## config.mk

```make
export PLATFORM = sky130hd
export DESIGN_NAME = nand_column_host
export DESIGN_NICKNAME = d
export VERILOG_FILES = /design/src/nand_col_pkg.sv /design/src/nand_column_host.sv
export SDC_FILE = /design/constraint.sdc
export NUM_CORES = 1
export LEC_CHECK = 0
export ABC_AREA = 1
export BUFFER_PORTS_ARGS = -buffer_cell sky130_fd_sc_hd__buf_4
export CORE_MARGIN = 2
export CORE_UTILIZATION = 42
export DETAILED_ROUTE_END_ITERATION = 16
export PLACE_DENSITY = 0.75
export SLEW_MARGIN = 20
export SYNTH_ARGS = -nofsm -noshare
export SYNTH_HDL_FRONTEND = slang
export SYNTH_SLANG_ARGS = --single-unit
```

## constraint.sdc

```tcl
create_clock -name clk -period 1.45 [get_ports clk]
set_clock_uncertainty 0.05 [all_clocks]
set_input_delay 0.145 -clock clk [delete_from_list [all_inputs] [get_ports clk]]
set_output_delay 0.145 -clock clk [all_outputs]
set_load 0.02 [all_outputs]
```

## src/nand_col_pkg.sv

```systemverilog
// Package: command codes, register map and timing for the NAND column-op host controller
package nand_col_pkg;
	localparam logic [7:0] CMD_RAND_READ     = 8'h05;
	localparam logic [7:0] CMD_RAND_READ_2PL = 8'h06;
	localparam logic [7:0] CMD_READ_CONFIRM  = 8'he0;
	localparam logic [7:0] CMD_RAND_INPUT    = 8'h85;
	localparam logic [7:0] CMD_STATUS_ENH    = 8'h78;

	localparam logic [11:0] REG_CTRL    = 12'h000;
	localparam logic [11:0] REG_COLUMN  = 12'h004;
	localparam logic [11:0] REG_ROW     = 12'h008;
	localparam logic [11:0] REG_DATA    = 12'h00c;
	localparam logic [11:0] REG_STATUS  = 12'h010;

	// Ctrl fields: [2:0] operation, [3] start (self clearing), [4] data byte is write
	localparam int CTRL_OP_LSB   = 0;
	localparam int CTRL_START    = 3;
	localparam int CTRL_DATA_WR  = 4;

	localparam logic [2:0] OP_RAND_READ   = 3'h0;
	localparam logic [2:0] OP_RAND_READ2  = 3'h1;
	localparam logic [2:0] OP_RAND_INPUT  = 3'h2;
	localparam logic [2:0] OP_PROG_INPUT  = 3'h3;
	localparam logic [2:0] OP_STATUS_ENH  = 3'h4;
	localparam logic [2:0] OP_DATA        = 3'h5;

	localparam int STAT_BUSY   = 0;
	localparam int STAT_MODE   = 1;
	localparam int STAT_BADOP  = 2;

	localparam int CLK_MHZ          = 200;
	localparam int STROBE_NS        = 25;
	localparam int CMD_TO_READ_NS   = 60;
	localparam int ADDR_TO_LOAD_NS  = 70;
	localparam int STROBE_CYC       = (STROBE_NS * CLK_MHZ + 999) / 1000;
	localparam int CMD_TO_READ_CYC  = (CMD_TO_READ_NS * CLK_MHZ + 999) / 1000;
	localparam int ADDR_TO_LOAD_CYC = (ADDR_TO_LOAD_NS * CLK_MHZ + 999) / 1000;

	localparam logic [1:0] MODE_NONE   = 2'h0;
	localparam logic [1:0] MODE_OUTPUT = 2'h1;
	localparam logic [1:0] MODE_INPUT  = 2'h2;
	localparam logic [1:0] MODE_STATUS = 2'h3;

	typedef struct packed {
		logic [7:0] dq;
		logic       dqOe;
		logic       cle;
		logic       ale;
		logic       writeStrobeN;
		logic       readStrobeN;
	} nand_pins_t;

	typedef struct packed {
		logic        psel;
		logic        penable;
		logic        pwrite;
		logic [11:0] paddr;
		logic [31:0] pwdata;
	} apb_req_t;

	typedef struct packed {
		logic [31:0] prdata;
		logic        pready;
		logic        pslverr;
	} apb_rsp_t;
endpackage

```

## src/nand_column_host.sv

```systemverilog
// Host controller issuing NAND column-address command sequences, configured over APB
// Summary of operation
// Random read: command 05h, two column bytes, then E0h; device enters output mode.
// Device takes random read when fully ready or during cache read.
// After E0h, host waits the command-to-read gap before first read strobe.
// Device stays in output mode until another valid command.
// Multi-die: host sends enhanced status 78h before a 05h-E0h read.
// Two-plane read: 06h, two column, three row bytes, then E0h.
// Device takes two-plane read only when fully ready.
// Host reissues 06h-E0h to switch plane after finishing current output.
// Device deselects dies not addressed by 06h-E0h after interleaved read.
// While dies busy, host selects die with 78h before 06h-E0h.
// Random input: 85h plus two column bytes; device enters input mode.
// Device takes 85h when fully ready or during cache program.
// Host waits the address-to-load gap after last column byte before data.
// Input mode stores data from the column; supplying data is optional.
// 85h column change only inside a pending program, before its confirm.
// 85h with column and row bytes retargets pending program destination.
// Host waits the address-to-load gap after fifth address byte.
// Inside pending program, host repeats the original die and plane bits.
// Device takes five-cycle 85h when fully ready or during cache program.
// Internal move: 00h-35h loads cache, then 85h overwrites addressed bytes.
// Column operations can reach any byte of the cache register.
// Status bit 6 is cache ready, pin follows it; bit 5 array ready.
// 78h with three row bytes selects one die, deselects the rest.
// Column bytes go low byte first, high bits second.
module nand_column_host #(
	parameter int COL_BITS = 12,
	parameter int ROW_BITS = 24
) (
	input  wire logic                    clk,
	input  wire logic                    srst,
	input  wire nand_col_pkg::apb_req_t  apbReq,
	output nand_col_pkg::apb_rsp_t       apbRsp,
	input  wire logic [7:0]              dqIn,
	input  wire logic                    readyBusyPin,
	output nand_col_pkg::nand_pins_t     pins
);
	typedef enum logic [3:0] {
		IDLE, SEND_CMD, SEND_ADDR, SEND_CONFIRM, GAP, DATA_CYC, STROBE_HI, BUS_DONE
	} phase_t;

	typedef struct packed {
		phase_t                   phase;
		logic [2:0]               op;
		logic                     dataWr;
		logic [COL_BITS-1:0]      column;
		logic [ROW_BITS-1:0]      row;
		logic [7:0]               dataOut;
		logic [7:0]               dataIn;
		logic [2:0]               addrIdx;
		logic [2:0]               addrCount;
		logic [7:0]               timer;
		logic [7:0]               gapAfter;
		logic                     strobeLow;
		logic [1:0]               mode;
		logic                     inProgram;
		logic                     badOp;
		logic [1:0]               rdySync;
		nand_col_pkg::nand_pins_t pins;
		nand_col_pkg::apb_rsp_t   rsp;
	} state_t;

	state_t st;
	state_t next_st;

	// Address byte k of the current sequence; column low byte first
	function automatic logic [7:0] addrByte(input logic [COL_BITS-1:0] col,
		input logic [ROW_BITS-1:0] row, input logic [2:0] idx);
		logic [31:0] c;
		logic [31:0] r;
		c = 32'(col);
		r = 32'(row);
		unique case (idx)
			3'h0: addrByte = c[7:0];
			3'h1: addrByte = c[15:8];
			3'h2: addrByte = r[7:0];
			3'h3: addrByte = r[15:8];
			default: addrByte = r[23:16];
		endcase
	endfunction

	function automatic logic [7:0] cmdFor(input logic [2:0] op);
		unique case (op)
			nand_col_pkg::OP_RAND_READ:  cmdFor = nand_col_pkg::CMD_RAND_READ;
			nand_col_pkg::OP_RAND_READ2: cmdFor = nand_col_pkg::CMD_RAND_READ_2PL;
			nand_col_pkg::OP_STATUS_ENH: cmdFor = nand_col_pkg::CMD_STATUS_ENH;
			default:                     cmdFor = nand_col_pkg::CMD_RAND_INPUT;
		endcase
	endfunction

	// Ops that end with the read confirm byte
	function automatic logic isReadOp(input logic [2:0] op);
		isReadOp = op == nand_col_pkg::OP_RAND_READ || op == nand_col_pkg::OP_RAND_READ2;
	endfunction

	// Index one past the last address byte; status select starts at the row bytes
	function automatic logic [2:0] addrEnd(input logic [2:0] op);
		unique case (op)
			nand_col_pkg::OP_RAND_READ, nand_col_pkg::OP_RAND_INPUT: addrEnd = 3'h2;
			default:                                                 addrEnd = 3'h5;
		endcase
	endfunction

	// A data byte must run the way the die was last pointed
	function automatic logic dataDirOk(input logic wr, input logic [1:0] mode);
		if (wr)
			dataDirOk = mode == nand_col_pkg::MODE_INPUT;
		else
			dataDirOk = mode == nand_col_pkg::MODE_OUTPUT
				|| mode == nand_col_pkg::MODE_STATUS;
	endfunction

	always_comb
	begin
		logic       wrAcc;
		logic       rdAcc;
		logic [2:0] reqOp;
		// One answer per access phase: a pready already up masks the repeat
		wrAcc = apbReq.psel && apbReq.penable && apbReq.pwrite && !st.rsp.pready;
		rdAcc = apbReq.psel && apbReq.penable && !apbReq.pwrite && !st.rsp.pready;
		reqOp = apbReq.pwdata[nand_col_pkg::CTRL_OP_LSB +: 3];
		next_st = st;
		next_st.rsp.pready = 1'b0;
		next_st.rsp.pslverr = 1'b0;
		// Ready pin is asynchronous: two flops before anything reads it
		next_st.rdySync = {st.rdySync[0], readyBusyPin};
		// One down-counter serves strobe widths and gaps
		if (st.timer != 8'h00)
			next_st.timer = st.timer - 8'h01;

		if (rdAcc)
		begin
			next_st.rsp.pready = 1'b1;
			unique case (apbReq.paddr)
				nand_col_pkg::REG_COLUMN: next_st.rsp.prdata = 32'(st.column);
				nand_col_pkg::REG_ROW:    next_st.rsp.prdata = 32'(st.row);
				nand_col_pkg::REG_DATA:   next_st.rsp.prdata = {24'h000000, st.dataIn};
				// Status word: synced ready pin, refusal, mode, busy
				nand_col_pkg::REG_STATUS: next_st.rsp.prdata = {27'h0, st.rdySync[1],
					st.badOp, st.mode, st.phase != IDLE};
				nand_col_pkg::REG_CTRL:   next_st.rsp.prdata = {27'h0, st.dataWr, 1'b0, st.op};
				// Unmapped offsets answer with an error and zero data
				default:
				begin
					next_st.rsp.prdata = 32'h00000000;
					next_st.rsp.pslverr = 1'b1;
				end
			endcase
		end
		if (wrAcc)
		begin
			next_st.rsp.pready = 1'b1;
			next_st.rsp.prdata = 32'h00000000;
			unique case (apbReq.paddr)
				nand_col_pkg::REG_COLUMN: next_st.column = apbReq.pwdata[COL_BITS-1:0];
				nand_col_pkg::REG_ROW:    next_st.row = apbReq.pwdata[ROW_BITS-1:0];
				nand_col_pkg::REG_DATA:   next_st.dataOut = apbReq.pwdata[7:0];
				nand_col_pkg::REG_STATUS: next_st.badOp = 1'b0;
				nand_col_pkg::REG_CTRL:
				begin
					if (apbReq.pwdata[nand_col_pkg::CTRL_START] && st.phase == IDLE)
					begin
						next_st.op = reqOp;
						next_st.dataWr = apbReq.pwdata[nand_col_pkg::CTRL_DATA_WR];
						next_st.addrIdx = 3'h0;
						next_st.timer = 8'(nand_col_pkg::STROBE_CYC);
						next_st.strobeLow = 1'b1;
						if (reqOp == nand_col_pkg::OP_DATA)
						begin
							if (dataDirOk(apbReq.pwdata[nand_col_pkg::CTRL_DATA_WR], st.mode))
								next_st.phase = DATA_CYC;
							else
								next_st.badOp = 1'b1;
						end
						else if ((reqOp == nand_col_pkg::OP_RAND_INPUT
							|| reqOp == nand_col_pkg::OP_PROG_INPUT) && !apbReq.pwdata[5])
							next_st.badOp = 1'b1;
						else if (reqOp > nand_col_pkg::OP_DATA)
							next_st.badOp = 1'b1;
						else
						begin
							next_st.phase = SEND_CMD;
							next_st.addrCount = addrEnd(reqOp);
							next_st.addrIdx = (reqOp == nand_col_pkg::OP_STATUS_ENH)
								? 3'h2 : 3'h0;
						end
					end
				end
				default: next_st.rsp.pslverr = 1'b1;
			endcase
			// Every ctrl write restates the program window; its own start sees the new value
			if (apbReq.paddr == nand_col_pkg::REG_CTRL)
				next_st.inProgram = apbReq.pwdata[5];
		end

		// One bus cycle: strobe low for its time, then high for its time
		unique case (st.phase)
			IDLE: next_st.pins.dqOe = 1'b1;
			SEND_CMD, SEND_ADDR, SEND_CONFIRM, DATA_CYC:
			begin
				next_st.pins.cle = (st.phase == SEND_CMD || st.phase == SEND_CONFIRM);
				next_st.pins.ale = (st.phase == SEND_ADDR);
				next_st.pins.dqOe = (st.phase == DATA_CYC) ? !st.dataWr : 1'b0;
				next_st.pins.dq = (st.phase == SEND_CMD) ? cmdFor(st.op)
					: (st.phase == SEND_CONFIRM) ? nand_col_pkg::CMD_READ_CONFIRM
					: (st.phase == SEND_ADDR) ? addrByte(st.column, st.row,
						st.addrIdx)
					: st.dataOut;
				if (st.phase == DATA_CYC && !st.dataWr)
					next_st.pins.readStrobeN = 1'b0;
				else
					next_st.pins.writeStrobeN = 1'b0;
				if (st.timer == 8'h00)
				begin
					// Read byte taken on the last low cycle, before the strobe rises
					if (st.phase == DATA_CYC && !st.dataWr)
						next_st.dataIn = dqIn;
					next_st.pins.readStrobeN = 1'b1;
					next_st.pins.writeStrobeN = 1'b1;
					next_st.timer = 8'(nand_col_pkg::STROBE_CYC);
					next_st.phase = STROBE_HI;
					next_st.gapAfter = 8'h00;
					unique case (st.phase)
						SEND_CMD: next_st.phase = STROBE_HI;
						default: next_st.phase = STROBE_HI;
					endcase
					if (st.phase == SEND_CONFIRM)
						next_st.gapAfter = 8'(nand_col_pkg::CMD_TO_READ_CYC);
					else if (st.phase == SEND_ADDR && st.addrIdx + 3'h1 == st.addrCount
						&& st.op != nand_col_pkg::OP_STATUS_ENH && !isReadOp(st.op))
						next_st.gapAfter = 8'(nand_col_pkg::ADDR_TO_LOAD_CYC);
					else if (st.phase == SEND_ADDR && st.addrIdx + 3'h1 == st.addrCount
						&& st.op == nand_col_pkg::OP_STATUS_ENH)
						next_st.gapAfter = 8'(nand_col_pkg::CMD_TO_READ_CYC);
				end
			end
			STROBE_HI:
			begin
				if (st.timer == 8'h00)
				begin
					next_st.timer = 8'(nand_col_pkg::STROBE_CYC);
					next_st.phase = BUS_DONE;
					// Every command byte but the confirm is followed by address bytes
					if (st.pins.cle && st.pins.dq != nand_col_pkg::CMD_READ_CONFIRM)
						next_st.phase = SEND_ADDR;
					else if (st.pins.ale)
					begin
						next_st.addrIdx = st.addrIdx + 3'h1;
						if (st.addrIdx + 3'h1 != st.addrCount)
							next_st.phase = SEND_ADDR;
						else if (isReadOp(st.op))
							next_st.phase = SEND_CONFIRM;
					end
					if (next_st.phase == BUS_DONE)
					begin
						next_st.timer = st.gapAfter;
						next_st.phase = GAP;
					end
				end
			end
			GAP:
			begin
				// Bus idles with dq released while the gap runs out
				next_st.pins.cle = 1'b0;
				next_st.pins.ale = 1'b0;
				next_st.pins.dqOe = 1'b1;
				if (st.timer == 8'h00)
				begin
					next_st.phase = IDLE;
					unique case (st.op)
						nand_col_pkg::OP_RAND_READ, nand_col_pkg::OP_RAND_READ2:
							next_st.mode = nand_col_pkg::MODE_OUTPUT;
						nand_col_pkg::OP_RAND_INPUT, nand_col_pkg::OP_PROG_INPUT:
							next_st.mode = nand_col_pkg::MODE_INPUT;
						nand_col_pkg::OP_STATUS_ENH:
							next_st.mode = nand_col_pkg::MODE_STATUS;
						default: next_st.mode = st.mode;
					endcase
				end
			end
			default: next_st.phase = IDLE;
		endcase
	end

	always_ff @(posedge clk)
	begin
		if (srst)
		begin
			// Strobes high and dq released so the die sees no cycle in reset
			st <= '0;
			st.phase <= IDLE;
			st.pins.writeStrobeN <= 1'b1;
			st.pins.readStrobeN <= 1'b1;
			st.pins.dqOe <= 1'b1;
		end
		else
			st <= next_st;
	end

	assign apbRsp = st.rsp;
	assign pins = st.pins;
endmodule // nand_column_host

```

* After elaboration in Yosys (flattened, before gate mapping)
Index checks and enable logic that the tools add are counted.
** Storage, ports and cells
- Bits in registers :: 126
- Bits of input ports :: 58
- Logic and storage cells :: 184
** Operators by class
- Add/subtract/negate cells :: 2
- $lt $le $gt $ge :: 1
- Equality and inequality tests :: 33
- Muxes and demuxes :: 69
- Bitwise operators :: 3
- Reductions and logical operators :: 53
** Operator list (count)
- $pmux 24 s5 :: 1
- $mux 8 :: 11
- $mux 52 :: 1
- $mux 4 :: 11
- $mux 14 :: 3
- $pmux 8 s4 :: 1
- $mux 3 :: 9
- $eq 12x4->1 const B :: 2
- $mux 24 :: 1
- $pmux 8 s3 :: 1
- $eq 3x2->1 const B :: 6
- $eq 4x3->1 const B :: 4
- $mux 16 :: 1
- $pmux 4 s4 :: 1
- $pmux 8 s2 :: 1
- $mux 1 :: 15
- $mux 5 :: 3
- $logic_and 1x1->1 :: 13
- $eq 12x3->1 const B :: 1
- $eq 12x5->1 const B :: 1
- $logic_not 12->1 :: 1
- $mux 12 :: 1
- $reduce_and 2->1 :: 6
- $reduce_or 2->1 :: 5
- 35 further kinds :: 61

* Logic depth before layout (Yosys ltp)
Gate-level depths: netlist of run 1.
- Word-level depth :: 14
- Gate-level depth with buffers :: 11

* Least setup slack after synthesis of run 1
No wires, ideal clock.
- Path kind :: register to register
- Start point :: register st[73] in the netlist's numbering
- End point :: register st[65] in the netlist's numbering
- Library setup time :: 56 ps
- Data arrival time :: 1505 ps
- Required time :: 1344 ps
- Setup slack :: -161 ps
- Cell stages (with the launch flop) :: 12
- Path buffers :: 0
- Cell sequence :: dfxtp_1 ha_1 ha_1 inv_1 nand3_1 nand2_1 nand3_1 nand2_1 nand3_1 o21ai_0 nand2_1 inv_1
** Between the ends
- Longest elaborated chain between the ends :: 11
** Ends and longest elaborated chain
- start, declared :: RTL line nand_column_host.sv:64 : state_t st;
- start signal, assigned :: RTL line nand_column_host.sv:298 : st <= next_st;
- $add 3x1->3 :: RTL line nand_column_host.sv:250 : if (st.addrIdx + 3'h1 != st.addrCount)
- $ne 3x3->1 :: RTL line nand_column_host.sv:250
- $mux 3 :: RTL line nand_column_host.sv:250
- $mux 3 :: RTL line nand_column_host.sv:247 : else if (st.pins.ale)
- $mux 3 :: RTL line nand_column_host.sv:245 : if (st.pins.cle && st.pins.dq != nand_col_pkg::CMD_READ_CONFIRM)
- $mux 4 :: RTL line nand_column_host.sv:240 : if (st.timer == 8'h00)
- $mux 4 :: RTL line nand_column_host.sv:198 : unique case (st.phase)
- $eq 4x3->1 :: RTL line nand_column_host.sv:255 : if (next_st.phase == BUS_DONE)
- $mux 8 :: RTL line nand_column_host.sv:255
- $mux 8 :: RTL line nand_column_host.sv:240
- $pmux 8 s2 :: RTL line nand_column_host.sv:198
No other way between the ends. The select of a mux whose other input is x is not followed.
A chain may end at the register's enable or synchronous reset.

* Worst setup path in the final report of run 1
- Start point :: register st[74] in the netlist's numbering
- End point :: register st[55] in the netlist's numbering
** Between the ends
- Longest elaborated chain between the ends :: 7
** Ends and longest elaborated chain
- $add 3x1->3 :: RTL line nand_column_host.sv:230 : else if (st.phase == SEND_ADDR && st.addrIdx + 3'h1 == st.addrCount
- $eq 3x3->1 :: RTL line nand_column_host.sv:230
- $logic_and 1x1->1 :: RTL line nand_column_host.sv:230
- $logic_and 1x1->1 (2 in a row) :: RTL line nand_column_host.sv:231 : && st.op != nand_col_pkg::OP_STATUS_ENH && !isReadOp(st.op))
- $mux 8 :: RTL line nand_column_host.sv:230
- $mux 8 :: RTL line nand_column_host.sv:228 : if (st.phase == SEND_CONFIRM)
No other way between the ends.

==> results of run 1 <==
cells by family (layout without fill, tap and decap cells):
group / after synthesis / in the layout
fa+ha+maj: 7 / 7
other cells: 1 / 9
buf+inv: 178 / 354
flops: 119 / 119
xor+xnor: 7 / 7
simple gates: 308 / 310
compound gates: 233 / 233
critical path, stage by stage, from the launching register on:
cell and delay, ns:
dfxtp_4 0.37, ha_4 0.16, ha_4 0.26, nand3b_1 0.09, nand2_2 0.12, nand3_4 0.10, buf_4 0.16, nor2_4 0.09
nand3_1 0.10, o21ai_1 0.13
through the flow:
stage                     total power (uW)  utilization  instances
after floorplan                       4480            -        861
after global placement                5070        0.510       1128
after detailed placement              5100        0.510       1128
after CTS                            10100        0.610       1201
after global routing                 11000        0.658       1219
final                                10600        0.658       1219
worst max path at each step:
stage / endpoint / slack [ns] / cells after the start
2_1_floorplan: st[134]$_SDFF_PP0_ / -0.05 / 11
3_3_place_gp: st[65]$_SDFF_PP0_ / -0.16 / 9
3_5_place_dp: st[65]$_SDFF_PP0_ / -0.22 / 9
4_1_cts: st[65]$_SDFF_PP0_ / -0.14 / 10
5_1_grt: st[55]$_SDFFE_PP0P_ / -0.28 / 9
6_report: st[55]$_SDFFE_PP0P_ / -0.25 / 9
per-layer routing:
layer	wire, um	GRT usage	up-vias	share of wire
li1	-	-	3087	-
met1	8000	0.289	3083	0.39
met2	10200	0.423	376	0.49
met3	1580	0.0480	90	0.076
met4	957	0.124	0	0.046
met5	0	0	-	0
placed cells by master, fill, tap and decap left out, types with 4 or more instances in the layout:
cell type      instances
o22ai_1                6
o21ai_0               44
nand3_1               38
nor2_4                17
a21oi_2               21
o21ai_2               45
o21ai_1               27
nand2_4               12
buf_6                 18
dlygate4sd3_1         32
dfxtp_1              110
xor2_1                 6
inv_1                 81
nand2_2               16
nand3_4                5
clkbuf_16             20
dfxtp_2                6
buf_12                 7
buf_4                160
ha_4                   5
nand2_8                4
nor2_1                59
nor2_2                13
nand2_1              130
bufinv_16              5
conb_1                 9
inv_2                 15
a21oi_1               77
nand4_1                4
state kept, by name, summed over array words and instances (netlist names):
signal / flops
apbRsp: 26
st: 79
next_st: 1
pins: 13
where the power goes:
group / switching [uW] / internal, uW
Clock: 1590 / 3240
Sequential: 118 / 3410
Combinational: 1140 / 1090
Total: 2850 / 7740
area by class of cell:
type	instances	share of cell area
multi-input cells	566	0.382
flip-flops and latches	119	0.263
repair buffers	220	0.211
clock buffers	21	0.0528
inverters	102	0.0452
well taps	180	0.0247
clock inverters	11	0.0211
repair_timing:
| item | in CTS | in global routing |
|---|---|---|
| cloned | 3 | 3 |
| pin swaps | 36 | 38 |
| hold endpoints to repair | 38 | 0 |
| endpoints found under the setup margin | 90 | 114 |
| buffers inserted | 6 | 16 |
| resized for setup | 142 | 137 |
| hold buffers | 32 | 0 |
==> summary.md, run 1 <==
| Metric | Value |
|---|---|
| Status | complete, but fails checks |
| Failing checks | setup timing |
| Post-DR vias/cell | 5.44 |
| CP Max Fanout | 4 |
| Seq cells post-synth | 119 |
| Final setup TNS | -4.48 ns |
| Leakage | 0.00377 uW |
| Maximum vdd drop | 1.32 mV |
| Clock root buffer | clkbuf_16 |
| Data required, critical path | 1.76 ns |
| Antenna-violating nets left | 0 |
| EDFF count, synth | 0 |
| Register area share after synthesis | 0.398 |
| Global-route wire length before repair | 28,900 um |
| Setup slack after layout | -0.247 ns |
| Synth Area in Compound Gates | 0.203 |
| Syn Std Cell Area | 5980 um^2 |
| RSZ-0062 raised after global routing | yes |
| Fillers | 1,069 |
| Main combinational cell family by area after synthesis | simple AND/OR/NAND/NOR gates |
| XOR/XNOR Fraction of Synth Area | 0.0102 |
| Top cells by area, synth | dfxtp_1 40%, nand2_1 9.5%, o21ai_0 9.5% |
| Hold path start | apbReq[2] |
| Hold Crit Depth | 3 |
| Max Slew Vio Count | 0 |
| WP data arrival | 2.01 ns |
| Area grow syn2layout | 52.6% |
| CTS Buf Count | 17 |
| Final min period | 1.70 ns |
| Fmax | 0.589 GHz |
| CP startpoint | st[74]$_SDFF_PP0_ |
| Pin count of the biggest net entering global routing | 36 |
| R2R depth | 9 |
| Clock transition at path regs | 0.06 ns |
| Antenna cells | 0 |
| Nets | 1,091 |
| Share of layout cells above drive strength 1 | 0.387 |
| Worst slack at placement | -0.216 ns |
| Mux share of post-synthesis cell area | 0 |
| DRC | 0 |
| IO Port Bufs | 88 |
| Design area | 9130 um^2 |
| Critical Path End Type | register |
| Core footprint | 13,900 um^2 |
| Max H-tree Level | 4 |
| Fin crit share | 1.17 |
| Clock Sinks | 119 |
| Rows | 43 |
| Syn Inst Count | 853 |
| Starting Density | 0.431 |
| DR WL/cell | 17.0 um |
| Synth Warn # | 0 |
| Hold endpoint | st[94]$_SDFFE_PP0P_ |
| RePlAce Congestion | 0.978 |
| R2r endpoint | st[55]$_SDFFE_PP0P_ |
| Share of synthesized registers carrying an async set or reset | 0 |
| Yosys top cell by area | dfxtp_1 |
| Cell Pwr Density | 1160 nW/um^2 |
| Grt ovf | 0 |
| Synth Area in Simple Gates | 0.224 |
| Synth Area in Adders | 0.0146 |
| FF-to-FF Start | st[74]$_SDFF_PP0_ |
| Die Area | 15,200 um^2 |
| DRT Pass-1 Iters | 5 |
| CTS tree | yes |
| GR Util All Layers | 0.246 |
| Area of the multi-input gates | 3490 um^2 |
| Cell variety after synth | 39 |
| Initial antenna violation count | 0 |
| Post-DP HPWL | 12,400 um |
| Share of the synthesized area in the top cell type | 0.398 |
| Cell area after placement | 7070 um^2 |
| Hold slack | 0.0366 ns |
| Initial DRC Count | 737 |
| Reg-to-reg slack, setup | -0.25 ns |
| Fin. Hold Viols | 0 |
| Avg Cell Area, Syn | 7.01 um^2 |
| # setup viols final | 45 |
| DRT Wirelength | 20,700 um |
| # IOs | 105 |
| Worst hold path class | in -> reg |
| Clock Latency Late Sink | 0.43 ns |
| Max clock buf depth | 2 |
| Die Span Y | 123 um |
| Post-synth top cells | 152 x nand2_1, 119 x dfxtp_1, 113 x o21ai_0, 97 x a21oi_1, 93 x inv_1 |
| Number of global-route vias before repair | 6,084 |
| Top-count cell post-synth | nand2_1 |
| Startpoint Class | register |
| Max-cap viol count | 0 |
| Die Wd | 123 um |
| WS Path Type | reg -> reg |
| Routed vias | 6,636 |
| Main synth FF type | dfxtp_1 |
| Register area | 2400 um^2 |
(Power assumes the default switching activity.)
==> run 2: changes to the inputs <==
PLACE_DENSITY = 0.63   (was 0.75)
TNS_END_PERCENT = 30   (was unset)
==> run 2 against run 1 <==
  * Power is 8.9% lower
  * Clock power is 14% lower
  * Combinational power is 11% lower
  * Die area stayed put
  * The run still ends with setup timing left
==> summary.md, run 2 (synthesis results as in run 1) <==
| Metric | Value |
|---|---|
| Status | complete, but fails checks |
| Max Slew Vio Count | 0 (unchanged) |
| CP Max Fanout | 5 (+1) |
| Clock Sinks | 119 (unchanged) |
| Failing checks | setup timing |
| Clock root buffer | clkbuf_16 |
| Nets | 1,082 (-0.82%) |
| Maximum vdd drop | 1.18 mV (-10%) |
| Leakage | 0.00366 uW (-3.0%) |
| Starting Density | 0.431 (unchanged) |
| RePlAce Congestion | 0.932 (-4.7%) |
| Post-Layout Cell Count | 1,210 (-0.74%) |
| Share of layout cells above drive strength 1 | 0.343 (-0.0442) |
| Post-DP HPWL | 12,700 um (+2.1%) |
| Die Span Y | 123 um (unchanged) |
| RSZ-0062 raised after global routing | yes |
| Busiest layer in global routing | met2 |
| WS Path Type | reg -> reg |
| GRT met3 Usage | 0.0438 (-0.00415) |
| Met1 usage | 0.300 (+0.0110) |
| Startpoint Class | register |
| Final setup TNS | -2.17 ns (+2.31 ns) |
| Clock transition at path regs | 0.06 ns (about the same) |
| Fillers | 1,260 (+18%) |
| Number of global-route vias before repair | 5,615 (-7.7%) |
| Grt met2 use | 0.390 (-0.0333) |
| DRT Wirelength | 17,800 um (-14%) |
| Design area | 8690 um^2 (-4.9%) |
| CTS Buf Count | 17 (unchanged) |
| Slew HR | 0.599 |
| Cell Pwr Density | 1110 nW/um^2 (-4.2%) |
| Max H-tree Level | 4 (unchanged) |
| Clock Latency Late Sink | 0.42 ns (about the same) |
| Post-DR vias/cell | 4.94 (-9.2%) |
| IO Port Bufs | 88 (unchanged) |
| Fmax | 0.628 GHz (+6.6%) |
| WP data arrival | 1.90 ns (-0.11 ns) |
| Rows | 43 (unchanged) |
| Fin. Hold Viols | 0 (unchanged) |
| Reg-to-reg slack, setup | -0.14 ns (+0.10 ns) |
| Pin count of the biggest net entering global routing | 28 (-22%) |
| Worst slew pin tran | 0.595 ns |
| Routed vias | 5,983 (-9.8%) |
| Setup slack after layout | -0.143 ns (+0.104 ns) |
| Global-route wire length before repair | 27,400 um (-5.2%) |
| Worst hold path class | in -> reg |
| Max-cap viol count | 0 (unchanged) |
| Fin crit share | 1.10 (-0.0720) |
| DRC | 0 (unchanged) |
| Die Wd | 123 um (unchanged) |
| DR WL/cell | 14.7 um (-13%) |
| Final min period | 1.59 ns (-0.104 ns) |
| Grt ovf | 0 (unchanged) |
| Die Area | 15,200 um^2 (unchanged) |
| CTS tree | yes |
| Util after Layout | 0.626 (-0.0321) |
| Antenna-violating nets left | 0 (unchanged) |
| Max reg flops | 79 (unchanged) |
| Initial antenna violation count | 0 (unchanged) |
| Max clock buf depth | 2 (unchanged) |
| Cells after DPL | 1,136 (+0.71%) |
| Data required, critical path | 1.75 ns (about the same) |
| # setup viols final | 36 (-20%) |
| Top reg by flops | st |
| Area grow syn2layout | 45.2% |
| Critical Path End Type | register |
| Most common cell after layout, fill and taps aside | buf_4 |
| DRT Pass-1 Iters | 6 (+1) |
| Cell area after placement | 7150 um^2 (+1.1%) |
| Initial DRC Count | 331 (-55%) |
| GR Util All Layers | 0.237 (-0.00854) |
| Core footprint | 13,900 um^2 (unchanged) |
| Most frequent cells in the layout | 166 x buf_4, 134 x nand2_1, 111 x dfxtp_1 |
| # IOs | 105 (unchanged) |
| Overall power | 9650 uW (-8.9%) |
| Antenna cells | 0 (unchanged) |
[run 2: cell types whose count changed in the layout (fill, tap and decap cells not counted), moves of 9 or more]
cell	change
o21ai_1	+9
o21ai_2	-29
o21ai_0	+22
buf_6	-10
a21oi_1	+12
a21oi_2	-12
[run 2: report_power, final]
group	switching [uW]	internal [uW]	total, uW
Combinational	980	1010	1990
Sequential	105	3410	3520
Clock	1610	2540	4150
Total	2690	6960	9650
[run 2: final cells by class]
cell class / instances / area, um^2 / share of cell area
multi-input cells: 564 / 3230 / 0.372
flip-flops and latches: 119 / 2400 / 0.276
repair buffers: 213 / 1840 / 0.212
clock buffers: 18 / 429 / 0.0494
inverters: 102 / 404 / 0.0465
well taps: 180 / 225 / 0.0259
clock inverters: 14 / 153 / 0.0176
[run 2: worst paths after layout]
check,start,end,cells past startpoint
max,st[73]$_SDFF_PP0_,st[134]$_SDFF_PP0_,10
min,apbReq[0],st[129]$_SDFFE_PP0P_,3
max reg2reg,st[73]$_SDFF_PP0_,st[134]$_SDFF_PP0_,10
min reg2reg,next_st[48]$_SDFF_PP0_,st[48]$_SDFF_PP0_,2
[run 2: repair_timing]
item	4_1_cts	5_1_grt
pin swaps	33	24
resized for setup	71	116
hold buffers	28	0
setup buffers	5	6
hold endpoints to repair	33	0
cloned	1	2
setup endpoints to repair	89	95
[run 2: stage by stage]
step	worst slack [ns]	hold slack (ns)
5_1_grt	-0.278	0.0235
3_3_place_gp	-0.148	0.300
6_report	-0.143	0.0172
3_5_place_dp	-0.182	0.308
4_1_cts	-0.142	0.00233
2_1_floorplan	-0.0509	0.202
[run 2: worst max-delay path, stage by stage, from the launching register on]
cell,delay (ns)
dfxtp_4,0.36
ha_4,0.16
ha_4,0.26
nand3b_1,0.09
nand2_2,0.11
nand3_4,0.09
nand2_4,0.10
nand3_4,0.07
nand2_1,0.07
nand2_1,0.05
a21oi_2,0.10
[run 2: layer usage]
metal,routed length [um],vias to the layer above,share of wire
met5,0,-,0
met4,444,0,0.025
met3,972,35,0.055
met2,8600,160,0.48
met1,7820,2722,0.44
li1,-,3066,-
